<file path="config.mk">
export PLATFORM = sky130hd
export DESIGN_NAME = cpu_monitor_counter_control
export DESIGN_NICKNAME = d
export VERILOG_FILES = /design/src/design/cpu_monitor_pkg.sv /design/src/design/cpu_monitor_counter_control.sv
export VERILOG_INCLUDE_DIRS = /design/src /design/src/design
export SDC_FILE = /design/constraint.sdc
export NUM_CORES = 1
export LEC_CHECK = 0
export ABC_AREA = 1
export ABC_CLOCK_PERIOD_IN_PS = 3200
export BUFFER_PORTS_ARGS = -buffer_cell sky130_fd_sc_hd__buf_2
export CAP_MARGIN = 20
export CORE_AREA = 5 5 231 233
export DETAILED_ROUTE_END_ITERATION = 7
export DIE_AREA = 0 0 236 238
export HOLD_SLACK_MARGIN = 0.1
export PLACE_DENSITY_LB_ADDON = 0.1
export SLEW_MARGIN = 20
export SYNTH_ARGS = -nofsm -noshare
export SYNTH_HDL_FRONTEND = slang
export SYNTH_SLANG_ARGS = --single-unit
</file>
<file path="constraint.sdc">
create_clock -name mclk_i -period 3.2 [get_ports mclk_i]
set_input_delay 0.32 -clock mclk_i [delete_from_list [all_inputs] [get_ports mclk_i]]
set_output_delay 0.32 -clock mclk_i [all_outputs]
set_load 0.01 [all_outputs]
</file>
<file path="src/design/cpu_monitor_params.svh">
// Bit positions, select codes and reset values for the CPU monitor block.
`ifndef CPU_MONITOR_PARAMS_SVH
`define CPU_MONITOR_PARAMS_SVH
// Channel bit n (bit 0 leftmost) sits at vector index 15-n.
`define CTL_CHK_READ 15
`define CTL_CHK_WRITE 14
`define CTL_CHK_CPU 13
`define CTL_CHK_CHAN 12
`define CTL_STOP_BOUNDS 11
`define CTL_BOUNDS_EN 10
`define CTL_COUNT_A 9
`define CTL_COUNT_B 8
`define CTL_OVF_ONLY 7
`define CTL_STOP_A 6
`define CTL_STOP_B 5
`define CTL_CARRY_A1 4
`define CTL_SPEC_B 0
`define EVS_CODE1_HI 15
`define EVS_CODE1_LO 11
`define EVS_CODE2_HI 10
`define EVS_CODE2_LO 6
`define EVS_ALL_JOBS 4
`define EVS_MON 3
`define EVS_JOB 2
`define EVS_DF56 1
`define EVS_DF57 0
`define CMD_RUN 12
`define CMD_CLR_FAULT 8
`define CMD_READ 7
`define EV_FUNC_MATCH 5'h12
`define SPEC_RESET 16'h0000
`define SWORD_SHIFT 7
`endif

</file>
<file path="src/design/cpu_monitor_pkg.sv">
// Types shared by the CPU monitor block.
package cpu_monitor_pkg;
    typedef enum logic [3:0] {
        SEL_IADDR = 4'h0,
        SEL_DFLAGS = 4'h1,
        SEL_PKG_ADDR = 4'h2,
        SEL_INTS_CHAN = 4'h3,
        SEL_PARITY = 4'h4,
        SEL_BOUNDS = 4'h5,
        SEL_COUNTERS = 4'h6
    } disp_sel_e;
    typedef enum logic [0:0] {
        ST_RUN = 1'b0,
        ST_HALT = 1'b1
    } run_state_e;
endpackage

</file>
<file path="src/design/cpu_monitor_counter_control.sv">
// CPU-side monitor: bounds stop, event counters and display registers.
// What this block does
// - After a bounds stop, clear-fault must precede the next bounds hit report.
// - With fault cleared, the run bit restarts the CPU at the next instruction.
// - Bounds enable activates whichever check categories are set.
// - Count bits start pair A and pair B; setup must precede them.
// - Read clears counters fully, or in overflow mode only the top bits of counters that are not a low half.
// - Stop bit of a pair halts the CPU on its event; clear-fault clears it.
// - Carry bits B..E enable carries into A1, A2, B1, B2.
// - No carries gives two 16-bit counters; one carry forms 32 bits.
// - Spec bit routes event-select word to pair B or pair A.
// - Event code fields pick events for first and second counters.
// - All-jobs mask lets any job count.
// - Monitor-mode mask counts while the CPU is in monitor mode.
// - Job-mode mask counts during jobs selected for monitoring.
// - Data-flag masks count while the matching data flag is set.
// - Function code matches select code on mask bits; zero mask counts all.
// - Display gets instruction address plus a register chosen by 4-bit code.
// - Instruction address and selected data return on separate outputs.
// - Codes 0-3 return address, flags, package addresses, interrupts.
// - Code 4 returns parity flags, float counts, first parity address.
// - Code 5 returns first bounds-hit address, sword-checked, held.
`timescale 1ns/1ps
`default_nettype none
`include "cpu_monitor_params.svh"
module cpu_monitor_counter_control (
    // Clock, reset, enable
    input wire logic mclk_i,
    input wire logic rst_n_i,
    input wire logic ce_i,
    // Station output channels (asynchronous pins)
    input wire logic [15:0] counter_control_channel_i,
    input wire logic [15:0] event_select_channel_i,
    input wire logic [15:0] function_match_channel_i,
    input wire logic [15:0] maintenance_command_channel_i,
    input wire logic [15:0] bounds_address_channel_i,
    input wire logic bounds_upper_sel_i,
    // CPU status on the same clock
    input wire logic [31:0] event_first_i,
    input wire logic [31:0] event_second_i,
    input wire logic instr_issue_i,
    input wire logic [7:0] instr_func_i,
    input wire logic monitor_mode_i,
    input wire logic job_mode_i,
    input wire logic job_monitor_en_i,
    input wire logic [63:0] data_flags_i,
    input wire logic mem_ref_i,
    input wire logic [3:0] mem_ref_class_i,
    input wire logic [31:0] mem_ref_addr_i,
    input wire logic [7:0] parity_fault_i,
    input wire logic [31:0] parity_addr_i,
    input wire logic [5:0] fp_count_i,
    input wire logic [63:0] current_instruction_pointer_i,
    input wire logic [31:0] pkg_addr_i,
    input wire logic [31:0] page_zero_addr_i,
    input wire logic [14:0] ext_int_i,
    input wire logic [23:0] chan_active_i,
    // Fault status and halt
    output logic cpu_halt_o,
    output logic fault_bounds_o,
    output logic fault_event_stop_o,
    // Display registers
    output logic [63:0] display_addr_o,
    output logic [63:0] display_data_o,
    output logic display_valid_o
);
    import cpu_monitor_pkg::*;

    // ------------------------------------------------------------
    // Pin synchroniser
    // ------------------------------------------------------------
    localparam int SW = 81;
    logic [SW-1:0] sy1_q, sy2_q;
    always_ff @(posedge mclk_i) begin
        if (!rst_n_i) begin
            sy1_q <= '0;
            sy2_q <= '0;
        end else if (ce_i) begin
            sy1_q <= {counter_control_channel_i, event_select_channel_i,
                      function_match_channel_i,
                      maintenance_command_channel_i,
                      bounds_address_channel_i, bounds_upper_sel_i};
            sy2_q <= sy1_q;
        end
    end
    wire [15:0] ctl = sy2_q[80:65];
    wire [15:0] evs = sy2_q[64:49];
    wire [15:0] fmc = sy2_q[48:33];
    wire [15:0] cmd = sy2_q[32:17];
    wire [15:0] bnd = sy2_q[16:1];
    wire bnd_up = sy2_q[0];

    // ------------------------------------------------------------
    // Command edges and channel latches
    // ------------------------------------------------------------
    logic [2:0] cmd_prev_q;
    logic [15:0] spec_q [2];
    logic [15:0] lo_q, hi_q;
    wire [2:0] cmd_now = {cmd[`CMD_RUN], cmd[`CMD_CLR_FAULT], cmd[`CMD_READ]};
    wire [2:0] cmd_rise = cmd_now & ~cmd_prev_q;
    wire run_p = cmd_rise[2];
    wire clrf_p = cmd_rise[1];
    wire read_p = cmd_rise[0];
    always_ff @(posedge mclk_i) begin
        if (!rst_n_i) begin
            cmd_prev_q <= '0;
            spec_q[0] <= `SPEC_RESET;
            spec_q[1] <= `SPEC_RESET;
            lo_q <= '0;
            hi_q <= '0;
        end else if (ce_i) begin
            cmd_prev_q <= cmd_now;
            spec_q[ctl[`CTL_SPEC_B]] <= evs;
            if (bnd_up) hi_q <= bnd;
            else lo_q <= bnd;
        end
    end

    // ------------------------------------------------------------
    // Bounds check
    // ------------------------------------------------------------
    // Only the sword part of the address is compared.
    wire [15:0] ref_sw = mem_ref_addr_i[`SWORD_SHIFT+15:`SWORD_SHIFT];
    wire cat_hit = |(mem_ref_class_i & ctl[15:12]);
    wire in_bnd = (ref_sw >= lo_q) && (ref_sw <= hi_q);
    wire bnd_hit = mem_ref_i && ctl[`CTL_BOUNDS_EN] && cat_hit && in_bnd;
    logic bnd_flag_q;
    logic [31:0] bnd_addr_q;
    wire bnd_new = bnd_hit && !bnd_flag_q;
    always_ff @(posedge mclk_i) begin
        if (!rst_n_i) begin
            bnd_flag_q <= 1'b0;
            bnd_addr_q <= '0;
        end else if (ce_i) begin
            if (bnd_new) begin
                bnd_flag_q <= 1'b1;
                bnd_addr_q <= mem_ref_addr_i;
            end else if (clrf_p) begin
                bnd_flag_q <= 1'b0;
                bnd_addr_q <= '0;
            end
        end
    end

    // ------------------------------------------------------------
    // Parity capture
    // ------------------------------------------------------------
    logic [7:0] par_flags_q;
    logic par_seen_q;
    logic [31:0] par_addr_q;
    always_ff @(posedge mclk_i) begin
        if (!rst_n_i) begin
            par_flags_q <= '0;
            par_seen_q <= 1'b0;
            par_addr_q <= '0;
        end else if (ce_i) begin
            par_flags_q <= (clrf_p ? 8'h00 : par_flags_q) | parity_fault_i;
            if (|parity_fault_i && !par_seen_q) begin
                par_seen_q <= 1'b1;
                par_addr_q <= parity_addr_i;
            end else if (clrf_p) begin
                par_seen_q <= 1'b0;
                par_addr_q <= '0;
            end
        end
    end

    // ------------------------------------------------------------
    // Counters A1, A2, B1, B2
    // ------------------------------------------------------------
    // Every gate input is an argument, so a change of mode alone
    // re-evaluates the gate in the continuous assignment below.
    function automatic logic gate_ok(input logic [15:0] s, input logic mon,
                                     input logic job, input logic jen,
                                     input logic df56, input logic df57);
        logic job_ok;
        job_ok = job && s[`EVS_JOB] && (s[`EVS_ALL_JOBS] || jen);
        gate_ok = (df56 && s[`EVS_DF56]) || (df57 && s[`EVS_DF57]) ||
                  (mon && s[`EVS_MON]) || job_ok;
    endfunction

    logic [15:0] cnt_q [4];
    wire [3:0] ev;
    wire [3:0] inc;
    wire [3:0] carry_en;
    wire [1:0] pair_on = {ctl[`CTL_COUNT_B], ctl[`CTL_COUNT_A]};
    wire [1:0] stop_en = {ctl[`CTL_STOP_B], ctl[`CTL_STOP_A]};
    wire func_hit = instr_issue_i &&
        (((fmc[15:8] ^ instr_func_i) & fmc[7:0]) == 8'h00);
    wire ovf_only = ctl[`CTL_OVF_ONLY];

    genvar k;
    generate
        for (k = 0; k < 4; k++) begin : g_cnt
            localparam int P = k / 2;
            wire [4:0] code = (k % 2 == 0) ?
                spec_q[P][`EVS_CODE1_HI:`EVS_CODE1_LO] :
                spec_q[P][`EVS_CODE2_HI:`EVS_CODE2_LO];
            wire raw = (k % 2 == 0) ?
                ((code == `EV_FUNC_MATCH) ? func_hit : event_first_i[code]) :
                event_second_i[code];
            assign ev[k] = raw && pair_on[P] &&
                gate_ok(spec_q[P], monitor_mode_i, job_mode_i,
                        job_monitor_en_i, data_flags_i[56], data_flags_i[57]);
            assign carry_en[k] = ctl[`CTL_CARRY_A1-k];
            // Carry only follows the partner's own event, so two set
            // carry bits cannot form a combinational loop.
            assign inc[k] = ev[k] || (carry_en[k] && ev[k^1] &&
                            cnt_q[k^1] == 16'hFFFF);
            // A counter that carries into its partner is a low half.
            wire keep_top = carry_en[k^1];
            always_ff @(posedge mclk_i) begin
                if (!rst_n_i) begin
                    cnt_q[k] <= '0;
                end else if (ce_i) begin
                    if (read_p && !ovf_only) begin
                        cnt_q[k] <= '0;
                    end else if (read_p && !keep_top) begin
                        cnt_q[k] <= {1'b0, cnt_q[k][14:0]};
                    end else if (inc[k]) begin
                        cnt_q[k] <= cnt_q[k] + 16'h0001;
                    end
                end
            end
        end
    endgenerate

    // ------------------------------------------------------------
    // Halt control
    // ------------------------------------------------------------
    wire stop_ev = (stop_en[0] && |ev[1:0]) || (stop_en[1] && |ev[3:2]);
    logic evstop_q;
    run_state_e st_q;
    wire bnd_stop = bnd_new && ctl[`CTL_STOP_BOUNDS];
    always_ff @(posedge mclk_i) begin
        if (!rst_n_i) begin
            evstop_q <= 1'b0;
            st_q <= ST_RUN;
        end else if (ce_i) begin
            if (stop_ev) evstop_q <= 1'b1;
            else if (clrf_p) evstop_q <= 1'b0;
            case (st_q)
                ST_RUN: if (stop_ev || bnd_stop) st_q <= ST_HALT;
                ST_HALT: if (run_p && !bnd_flag_q && !evstop_q)
                    st_q <= ST_RUN;
                default: st_q <= ST_RUN;
            endcase
        end
    end

    // ------------------------------------------------------------
    // Display registers
    // ------------------------------------------------------------
    disp_sel_e sel;
    assign sel = disp_sel_e'(cmd[3:0]);
    wire [63:0] sel_data =
        (sel == SEL_IADDR) ? current_instruction_pointer_i :
        (sel == SEL_DFLAGS) ? data_flags_i :
        (sel == SEL_PKG_ADDR) ? {pkg_addr_i, page_zero_addr_i} :
        (sel == SEL_INTS_CHAN) ? {17'h00000, ext_int_i, chan_active_i,
                                  8'h00} :
        (sel == SEL_PARITY) ? {par_flags_q, 18'h00000, fp_count_i,
                               par_addr_q} :
        (sel == SEL_BOUNDS) ? {bnd_addr_q, 32'h00000000} :
        (sel == SEL_COUNTERS) ? {cnt_q[0], cnt_q[1], cnt_q[2], cnt_q[3]} :
        64'h0000000000000000;
    always_ff @(posedge mclk_i) begin
        if (!rst_n_i) begin
            display_addr_o <= '0;
            display_data_o <= '0;
            display_valid_o <= 1'b0;
            cpu_halt_o <= 1'b0;
            fault_bounds_o <= 1'b0;
            fault_event_stop_o <= 1'b0;
        end else if (ce_i) begin
            display_valid_o <= read_p;
            if (read_p) begin
                display_addr_o <= current_instruction_pointer_i;
                display_data_o <= sel_data;
            end
            cpu_halt_o <= (st_q == ST_HALT);
            fault_bounds_o <= bnd_flag_q;
            fault_event_stop_o <= evstop_q;
        end
    end
endmodule // cpu_monitor_counter_control
`default_nettype wire

</file>
Word-level counts from Yosys, hierarchy flattened --
Memory sizes are Yosys's and may differ from the RTL's. Index checks and enable logic that the tools add are counted.
Cells by class: add/subtract/negate cells 4, bitwise logic cells 20, magnitude comparators 6, equal/unequal tests 12, multiply operators 0, mux-type cells 95, shifts and indexed selects 0, div/mod/pow operators 0, reduce and logical (&&, ||, !) cells 81
Operator list (count):
- $mux W64 | 7
- $mux W16 | 13
- $mux W32 | 3
- $mux W1 | 66
- $add A16 B1 Y16 const B | 4
- $eq A16 B16 Y1 const B | 4
- $logic_and A1 B1 Y1 | 43
- $lt A5 B6 Y1 const B | 4
- $bmux W1 S5 | 4
- $ge A16 B16 Y1 | 1
- $le A16 B16 Y1 | 1
- $reduce_or A16 Y1 | 1
- $logic_or A1 B1 Y1 | 14
- $eq A4 B3 Y1 const B | 3
- $or A1 B1 Y1 | 12
- $reduce_and A2 Y1 | 6
- $eq A5 B5 Y1 const B | 2
- $and A8 B8 Y8 | 1
- $eq A4 B2 Y1 const B | 2
- $logic_not A1 Y1 | 8
- $logic_not A8 Y1 | 1
- $mux W8 | 1
- $or A8 B8 Y8 | 1
- $reduce_or A8 Y1 | 1
- other kinds (11) | 15
Storage, ports and cells: word-level logic and storage cells 238, memories kept 2, input bits 474, bits in read-only memories 0, bits in latches 0, RAM bits 96, register bits after elaboration 405, output and inout port bits 132
Memories:
- cnt_q | words 4, bits a word 16, rd ports 4, clocked after memory_dff 0, write ports 4, line cpu_monitor_counter_control.sv:182 | logic [15:0] cnt_q [4];
- spec_q | words 2, bits a word 16, rd ports 2, clocked after memory_dff 0, write ports 2, line cpu_monitor_counter_control.sv:97 | logic [15:0] spec_q [2];

Logic depth before layout (Yosys ltp) --
Gate-level depths: netlist of the first run.
word-level depth 17, mapped depth 19, depth with buffers taken out 17

Least setup slack after synthesis of the first run --
Ideal clock, no wire load.
path type register to register, from mem cnt_q[3][0], in the netlist cnt_q[1][16], to mem cnt_q[2][0], in the netlist cnt_q[1][0], enable pin, required time 2.813 ns, arrival time 2.283 ns, library setup time 0.387 ns, clock period less this slack 2.670 ns, stages on the path, launching flop included 14, path buffers 0, setup slack 0.530 ns, cell sequence edfxtp_1 ha_1 nand3_2 nor2_2 nand2_2 nor3_2 inv_2 nor3_4 nand3_2 o21ai_2 nand3_1 nand2_1 inv_1 nor2_1
RTL lines (line):
- start: declaration | cpu_monitor_counter_control.sv:182

==> summary.md, run 1 <==
| Metric | Value |
|---|---|
| Die area | 56200 sq um |
| # clock sinks | 479 |
| Cell count after synthesis | 3012 |
| Num CTS Buffers | 52 |
| Delay-heaviest family, CP | simple AND/OR/NAND/NOR gates |
| Finished Layout Cells | 4544 |
| Hold crit path type | primary input to flip-flop |
| Main synth FF type | dfxtp_1 |
| Grt ovf | 0 |
| EDFF count, synth | 94 |
| Post-Synth Adder-Cell Area | 2.01% |
| Die width | 236 microns |
| Crit-path max FO | 32 |
| Synth top cells by count | 564 x nand2_1, 424 x nor2_1, 385 x dfxtp_1 |
| Slowest stage cell, crit path | edfxtp_1 |
| H-tree levels | 2 |
| Max Slew Vio Count | 0 |
| Crit. Startpoint | spec_q[1][6] |
| Via count | 24009 |
| Sequential-to-total area share from yosys stat | 46.9% |
| Clock skew | 0.0387 ns |
| Yosys warns | 0 |
| Site row count | 83 |
| CP Capture Point | cnt_q[1][30] |
| Worst-path clk slew | 0.06 ns |
| # setup viols final | 0 |
| Final HPWL DP | 61.6 mm |
| Io pins | 606 |
| Cell variety after synth | 52 |
| Compound-Gate Fraction of Synth Area | 18.4% |
| Clk_lat worst skew | 0.61 ns |
| Pwr/cell area | 486 nW/um^2 |
| Most common cell type on the critical path | nand3_1 |
| Critical-path cell list | o211ai_1 -> nand3_1 -> nand3_1 -> nand3_1 -> nand3_1 -> nand2_2 -> nand3_2 -> nand2_1 |
| MaxCap Viol Count | 0 |
| Leakage | 13.5 nW |
| R2r setup slk | 0.35 ns |
| Root buf cell | clkbuf_16 |
| Final WL | 86.9 mm |
| Post-synth ARST share | 0% |
| Vias in the first global route | 23258 |
| Fin util | 60.1% |
| Tmin final | 2.85 ns |
| R2R depth | 8 |
| Synth Area in Simple Gates | 23.9% |
| Buffers on Ports | 595 |
| Met1 usage | 36.4% |
| Met3 usage in global routing | 5.84% |
| Vias per cell | 5.28 |
| Post-cts repair resize count | 0 |
| Worst r2r dst | cnt_q[1][30] |
| Critical Path End Type | flip-flop |
| Clock Path Buffers | 3 |
| Max Fclk | 0.351 GHz |
| Starting Density | 44.0% |
| DRT Pass-1 Iters | 5 |
| Share of cells above drive strength 1 | 19.9% |
| Top post-synthesis cells by area | dfxtp_1 34%, edfxtp_1 13%, nand2_1 9.4% |
| Met2 usage | 49.6% |
| Reg-to-reg startpoint | spec_q[1][6] |
| Iter 0 DRT Violations | 1894 |
| Mux share of post-synthesis cell area | 0% |
| Arrival @ worst endpoint | 3.06 ns |
| Result of the run | finished clean |
| Placed cells | 4132 |
| Mapped cell area | 22500 sq um |
| Final GP Congestion | 0.960 |
| Flops & latches, synth | 479 |
| Worst EP required | 3.41 ns |
| Initial antenna violation count | 24 |
| Setup TNS | 0 ns |
| Hold Violations, Final | 0 |
| Period utilization | 88.9% |
| Top cell type's share of synthesized area | 34.3% |
| Crit path launch type | flip-flop |
| Mapped Nets | 3522 |
| Post-CTS Setup Bufs | 0 |
| TritonCTS clock tree | built |
| Synth area leader | dfxtp_1 |
| Worst path bufs/invs | 0 |
| Fin nets | 4309 |
| First-pass GRT wire length | 132 mm |
| Hold Buf Count CTS | 293 |
| Pin count of the biggest net entering global routing | 247 |
| RSZ-0062 raised after global routing | no |
| Area Growth Syn to Fin | 36.4% |
| Main combinational cell family by area after synthesis | simple AND/OR/NAND/NOR gates |
| Fillers | 4702 |
| Worst-Margin Slew | 1.30 ns |
| DRC Markers | 0 |
| Post-DR wirelength/cell | 19.1 microns |
| Most frequent cell after synthesis | nand2_1 |
| GRT Total Usage | 29.1% |
| XOR/XNOR share of the synthesized area | 1.21% |
| Core outline area | 51000 sq um |
| Synth Area per Inst | 7.46 sq um |
| Levels on crit path | 8 |
| Top Usage Layer GRT | met2 |
| Critical path class | flip-flop to flip-flop |
| Max-slew headroom | 13.5% |
| Die Span Y | 238 microns |
| Slowest stage delay, CP | 0.95 ns |
| Maximum vdd drop | 441 uV |
| DRT antenna net count | 0 |
[power breakdown]
part	leakage (nW)	total (W)	internal, W	switching [W]
Clock	0.864	0.00607	0.00352	0.00255
Combinational	8.45	0.00214	0.000925	0.00122
Sequential	4.14	0.00668	0.00648	0.000202
[kinds of logic (layout without fill, tap and decap cells)]
family          count (synthesis)  count (layout)
other cells                     0              21
compound gates                742             742
flops                         479             479
buf+inv                       434            1265
fa+ha+maj                      36              36
xor+xnor                       31              31
simple gates                 1290            1290
[worst min-delay path: stages]
cell     delay, ns
buf_2         0.09
nand2_1       0.05
nand3_1       0.07
a21oi_1       0.04
a31oi_1       0.11
[cells in the final DEF, fill, tap and decap left out, types with 27 or more instances in the layout]
cell type and n:
a21oi_1 289, xor2_1 27, ha_1 36, nor2_1 417
dlygate4sd3_1 293, clkbuf_16 55, buf_2 593, nand3_1 213
o21ai_0 327, o211ai_1 40, nand2_1 564, edfxtp_1 94
buf_4 33, inv_1 232, dfxtp_1 385
[state kept, by name, summed over array words and instances (netlist names), 30 cells and up]
register	flops
display_data_o	64
par_addr_q	32
cnt_q	64
spec_q	30
display_addr_o	64
bnd_addr_q	32
sy1_q	71
sy2_q	71
[worst min-delay path by stage]
stage,start,end,slack (ns),cells after the start
6_report,pkg_addr_i[22],display_data_o[54],0.12,5
5_1_grt,ext_int_i[4],display_data_o[36],0.13,4
2_1_floorplan,hi_q[10],hi_q[10],0.43,2
3_3_place_gp,hi_q[15],hi_q[15],0.45,2
4_1_cts,pkg_addr_i[29],display_data_o[61],0.10,4
3_5_place_dp,display_data_o[4],display_data_o[4],0.45,2
[layout make-up]
type / instances / area, sq um / area share [%]
multi-input combinational: 2099 / 10300 / 33.5
inverter: 241 / 912 / 2.98
clock buffer: 79 / 1600 / 5.21
tap: 680 / 851 / 2.78
sequential: 479 / 10500 / 34.4
clock inverter: 19 / 129 / 0.421
antenna: 21 / 52.6 / 0.172
timing repair buffer: 926 / 6280 / 20.5
[layer usage]
metal	share of wire, %	wire length, microns	vias to the layer above
li1	-	-	11694
met1	40	35100	11227
met2	48	41900	872
met3	6.9	6020	206
met4	4.4	3820	10
met5	0.083	72	-
[metrics by stage]
stage | worst slack (ns) | instance area (sq um) | hold WS (ns) | power, W
6_report | 0.354 | 30600 | 0.120 | 0.0149
5_1_grt | 0.0755 | 30600 | 0.129 | 0.0155
4_1_cts | 0.322 | 30600 | 0.100 | 0.0150
3_5_place_dp | 0.333 | 25900 | 0.453 | 0.00861
3_3_place_gp | 0.407 | 25900 | 0.447 | 0.00857
2_1_floorplan | 0.530 | 22500 | 0.433 | 0.00778
Power figures use the tool's default switching activity.
==> run 2, diff against run 1 <==
Settings changed: BUFFER_PORTS_ARGS -buffer_cell sky130_fd_sc_hd__buf_2 to not set, DONT_BUFFER_PORTS set to 1, GPL_ROUTABILITY_DRIVEN set to 0.
==> run 2 against run 1 <==
Net effect:
- design area decreased by 3.7%
- sequential share of layout area increased by 1.3 points
- fmax decreased by 4.9%
- critical endpoint is now display_data_o[54]
- largest cell class unchanged
==> summary.md, run 2 (synthesized netlist as in run 1, its figures left out) <==
| Metric | Value |
|---|---|
| Critical Path End Type | flip-flop (unchanged) |
| Num CTS Buffers | 54 (was 52) |
| Starting Density | 44.0% (unchanged) |
| Worst path bufs/invs | 6 (was 0) |
| Die Span Y | 238 microns (unchanged) |
| Clock power share | 42.7% (was 40.8%) |
| Core outline area | 51000 sq um (unchanged) |
| Worst-Margin Slew | 0.919 ns (was 1.30 ns) |
| Final WL | 86.2 mm (was 86.9 mm) |
| Clk_lat worst skew | 0.61 ns (about the same) |
| Hold Violations, Final | 0 (unchanged) |
| # setup viols final | 0 (unchanged) |
| Crit path launch type | flip-flop (unchanged) |
| Io pins | 606 (unchanged) |
| Largest regs | sy1_q: 71 flops, sy2_q: 71 flops (unchanged) |
| Slowest stage delay, CP | 0.58 ns (was 0.95 ns) |
| Clock Path Buffers | 3 (unchanged) |
| Initial antenna violation count | 17 (was 24) |
| Power consumption | 0.0151 W (was 0.0149 W) |
| Pin count of the biggest net entering global routing | 191 (was 247) |
| NetSw | 0.00394 W (was 0.00397 W) |
| Worst slack at placement | 0.423 ns (was 0.333 ns) |
| Most frequent cells in the layout | 564 x nand2_1, 466 x dlygate4sd3_1, 417 x nor2_1 (was 593 x buf_2, 564 x nand2_1, 417 x nor2_1) |
| Critical path class | flip-flop to flip-flop (unchanged) |
| Buffers on Ports | 0 (was 595) |
| Period utilization | 93.5% (was 88.9%) |
| Setup TNS | 0 ns (unchanged) |
| GRT Total Usage | 28.8% (was 29.1%) |
| Grt ovf | 0 (unchanged) |
| Pwr/cell area | 513 nW/um^2 (was 486 nW/um^2) |
| Register Area | 10500 sq um (unchanged) |
| Met2 usage | 49.1% (was 49.6%) |
| Crit-path max FO | 64 (was 32) |
| Maximum vdd drop | 426 uV (was 441 uV) |
| Area Growth Syn to Fin | 31.3% (was 36.4%) |
| Post-DR wirelength/cell | 21.0 microns (was 19.1 microns) |
| Final HPWL DP | 57.3 mm (was 61.6 mm) |
| Switching share of power | 26.0% (was 26.7%) |
| Max Fclk | 0.334 GHz (was 0.351 GHz) |
| Site row count | 83 (unchanged) |
| DRC Markers | 0 (unchanged) |
| Clock skew | 0.0342 ns (was 0.0387 ns) |
| Leakage | 11.9 nW (was 13.5 nW) |
| Fin worst setup slack | 0.208 ns (was 0.354 ns) |
| First-pass GRT wire length | 130 mm (was 132 mm) |
| Delay-heaviest family, CP | buffers and inverters (was simple AND/OR/NAND/NOR gates) |
| Most common cell after layout, fill and taps aside | nand2_1 (was buf_2) |
| Arrival @ worst endpoint | 3.54 ns (was 3.06 ns) |
| # clock sinks | 479 (unchanged) |
| Result of the run | finished clean (unchanged) |
| Vias in the first global route | 22533 (was 23258) |
| Share of cells above drive strength 1 | 4.95% (was 19.9%) |
| Vias per cell | 5.56 (was 5.28) |
| Die area | 56200 sq um (unchanged) |
| Die width | 236 microns (unchanged) |
| Iter 0 DRT Violations | 1962 (was 1894) |
| Slowest stage cell, crit path | dlygate4sd3_1 (was edfxtp_1) |
| Max Slew Vio Count | 0 (unchanged) |
| Post-CTS Setup Bufs | 0 (unchanged) |
| Most common cell type on the critical path | dlygate4sd3_1 (was nand3_1) |
| Worst EP required | 3.75 ns (was 3.41 ns) |
| Via count | 22853 (was 24009) |
| TritonCTS clock tree | built (unchanged) |
| Top Usage Layer GRT | met2 (unchanged) |
| Met3 usage in global routing | 7.33% (was 5.84%) |
| Fin nets | 3883 (was 4309) |
| Tmin final | 2.99 ns (was 2.85 ns) |
| Design internal power | 0.0112 W (was 0.0109 W) |
| DRT antenna net count | 0 (unchanged) |
| Power share of the sequential group | 44.6% (was 44.8%) |
| Critical-path cell list | inv_1 -> nor2_2 -> buf_8 -> nand2_1 -> inv_2 -> buf_16 -> a21oi_1 -> dlygate4sd3_1 -> a31oi_1 -> dlygate4sd3_1 (was o211ai_1 -> nand3_1 -> nand3_1 -> nand3_1 -> nand3_1 -> nand2_2 -> nand3_2 -> nand2_1) |
| Met1 usage | 35.0% (was 36.4%) |
| H-tree levels | 2 (unchanged) |
| DRT Pass-1 Iters | 6 (was 5) |
| Hold Slack | 0.135 ns (was 0.120 ns) |
| MaxCap Viol Count | 0 (unchanged) |
| Fillers | 4632 (was 4702) |
| Comb power frac | 12.7% (was 14.4%) |
| Worst-path clk slew | 0.06 ns (about the same) |
| Root buf cell | clkbuf_16 (unchanged) |
| Hold crit path type | primary input to flip-flop (unchanged) |
| Max-slew headroom | 38.6% (was 13.5%) |
| Multi-input combinational cell area | 10300 sq um (unchanged) |
| RSZ-0062 raised after global routing | no (unchanged) |
run 2: final cells by class:
type	instances	share of cell area, %
repair buffers	498	17.1
multi-input cells	2099	34.8
inverters	241	3.10
clock inverters	20	0.743
clock buffers	80	5.50
well taps	680	2.89
flip-flops and latches	479	35.7
diodes	16	0.136
run 2: worst paths after layout:
kind / start / to / slack, ns / depth (start not counted)
min reg2reg: hi_q[2] / hi_q[2] / 0.46 / 2
min: data_flags_i[63] / display_data_o[63] / 0.13 / 4
max reg2reg: sy2_q[17] / display_data_o[54] / 0.21 / 10
max: sy2_q[17] / display_data_o[54] / 0.21 / 10
run 2: worst reg2reg max path, delay by kind of cell, from the launching register on:
kind	cells	cell delay (ns)
compound gates	2	0.26
simple gates	2	0.24
buf+inv	6	1.97
flops	1	0.47
run 2: per-stage QoR:
stage / std cells / area (sq um) / utilization, %
after floorplan: 3012 / 22500 / -
after global placement: 3529 / 22900 / 44.8
after detailed placement: 3529 / 22900 / 44.8
after CTS: 4097 / 29400 / 57.7
after global routing: 4105 / 29500 / 57.8
final: 4113 / 29500 / 57.8
run 2: power by group through the flow:
stage / clock network, W / logic (W) / registers, W
global placement: 0 / 0.00123 / 0.00686
global route: 0.00682 / 0.00211 / 0.00677
detailed placement: 0 / 0.00126 / 0.00686
floorplan: 0 / 0.00102 / 0.00677
CTS: 0.00655 / 0.00188 / 0.00673
finish: 0.00646 / 0.00192 / 0.00674
run 2: repair_timing:
item,4_1_cts,5_1_grt
hold endpoints to repair,382,0
hold buffers,468,0
endpoints found under the setup margin,0,2
gates resized for setup,0,3
run 2: per-layer routing:
| layer | wire length [microns] | vias to the layer above |
|---|---|---|
| met5 | 47 | - |
| met4 | 3800 | 6 |
| met3 | 7300 | 238 |
| met2 | 41500 | 982 |
| met1 | 33600 | 10783 |
| li1 | - | 10844 |
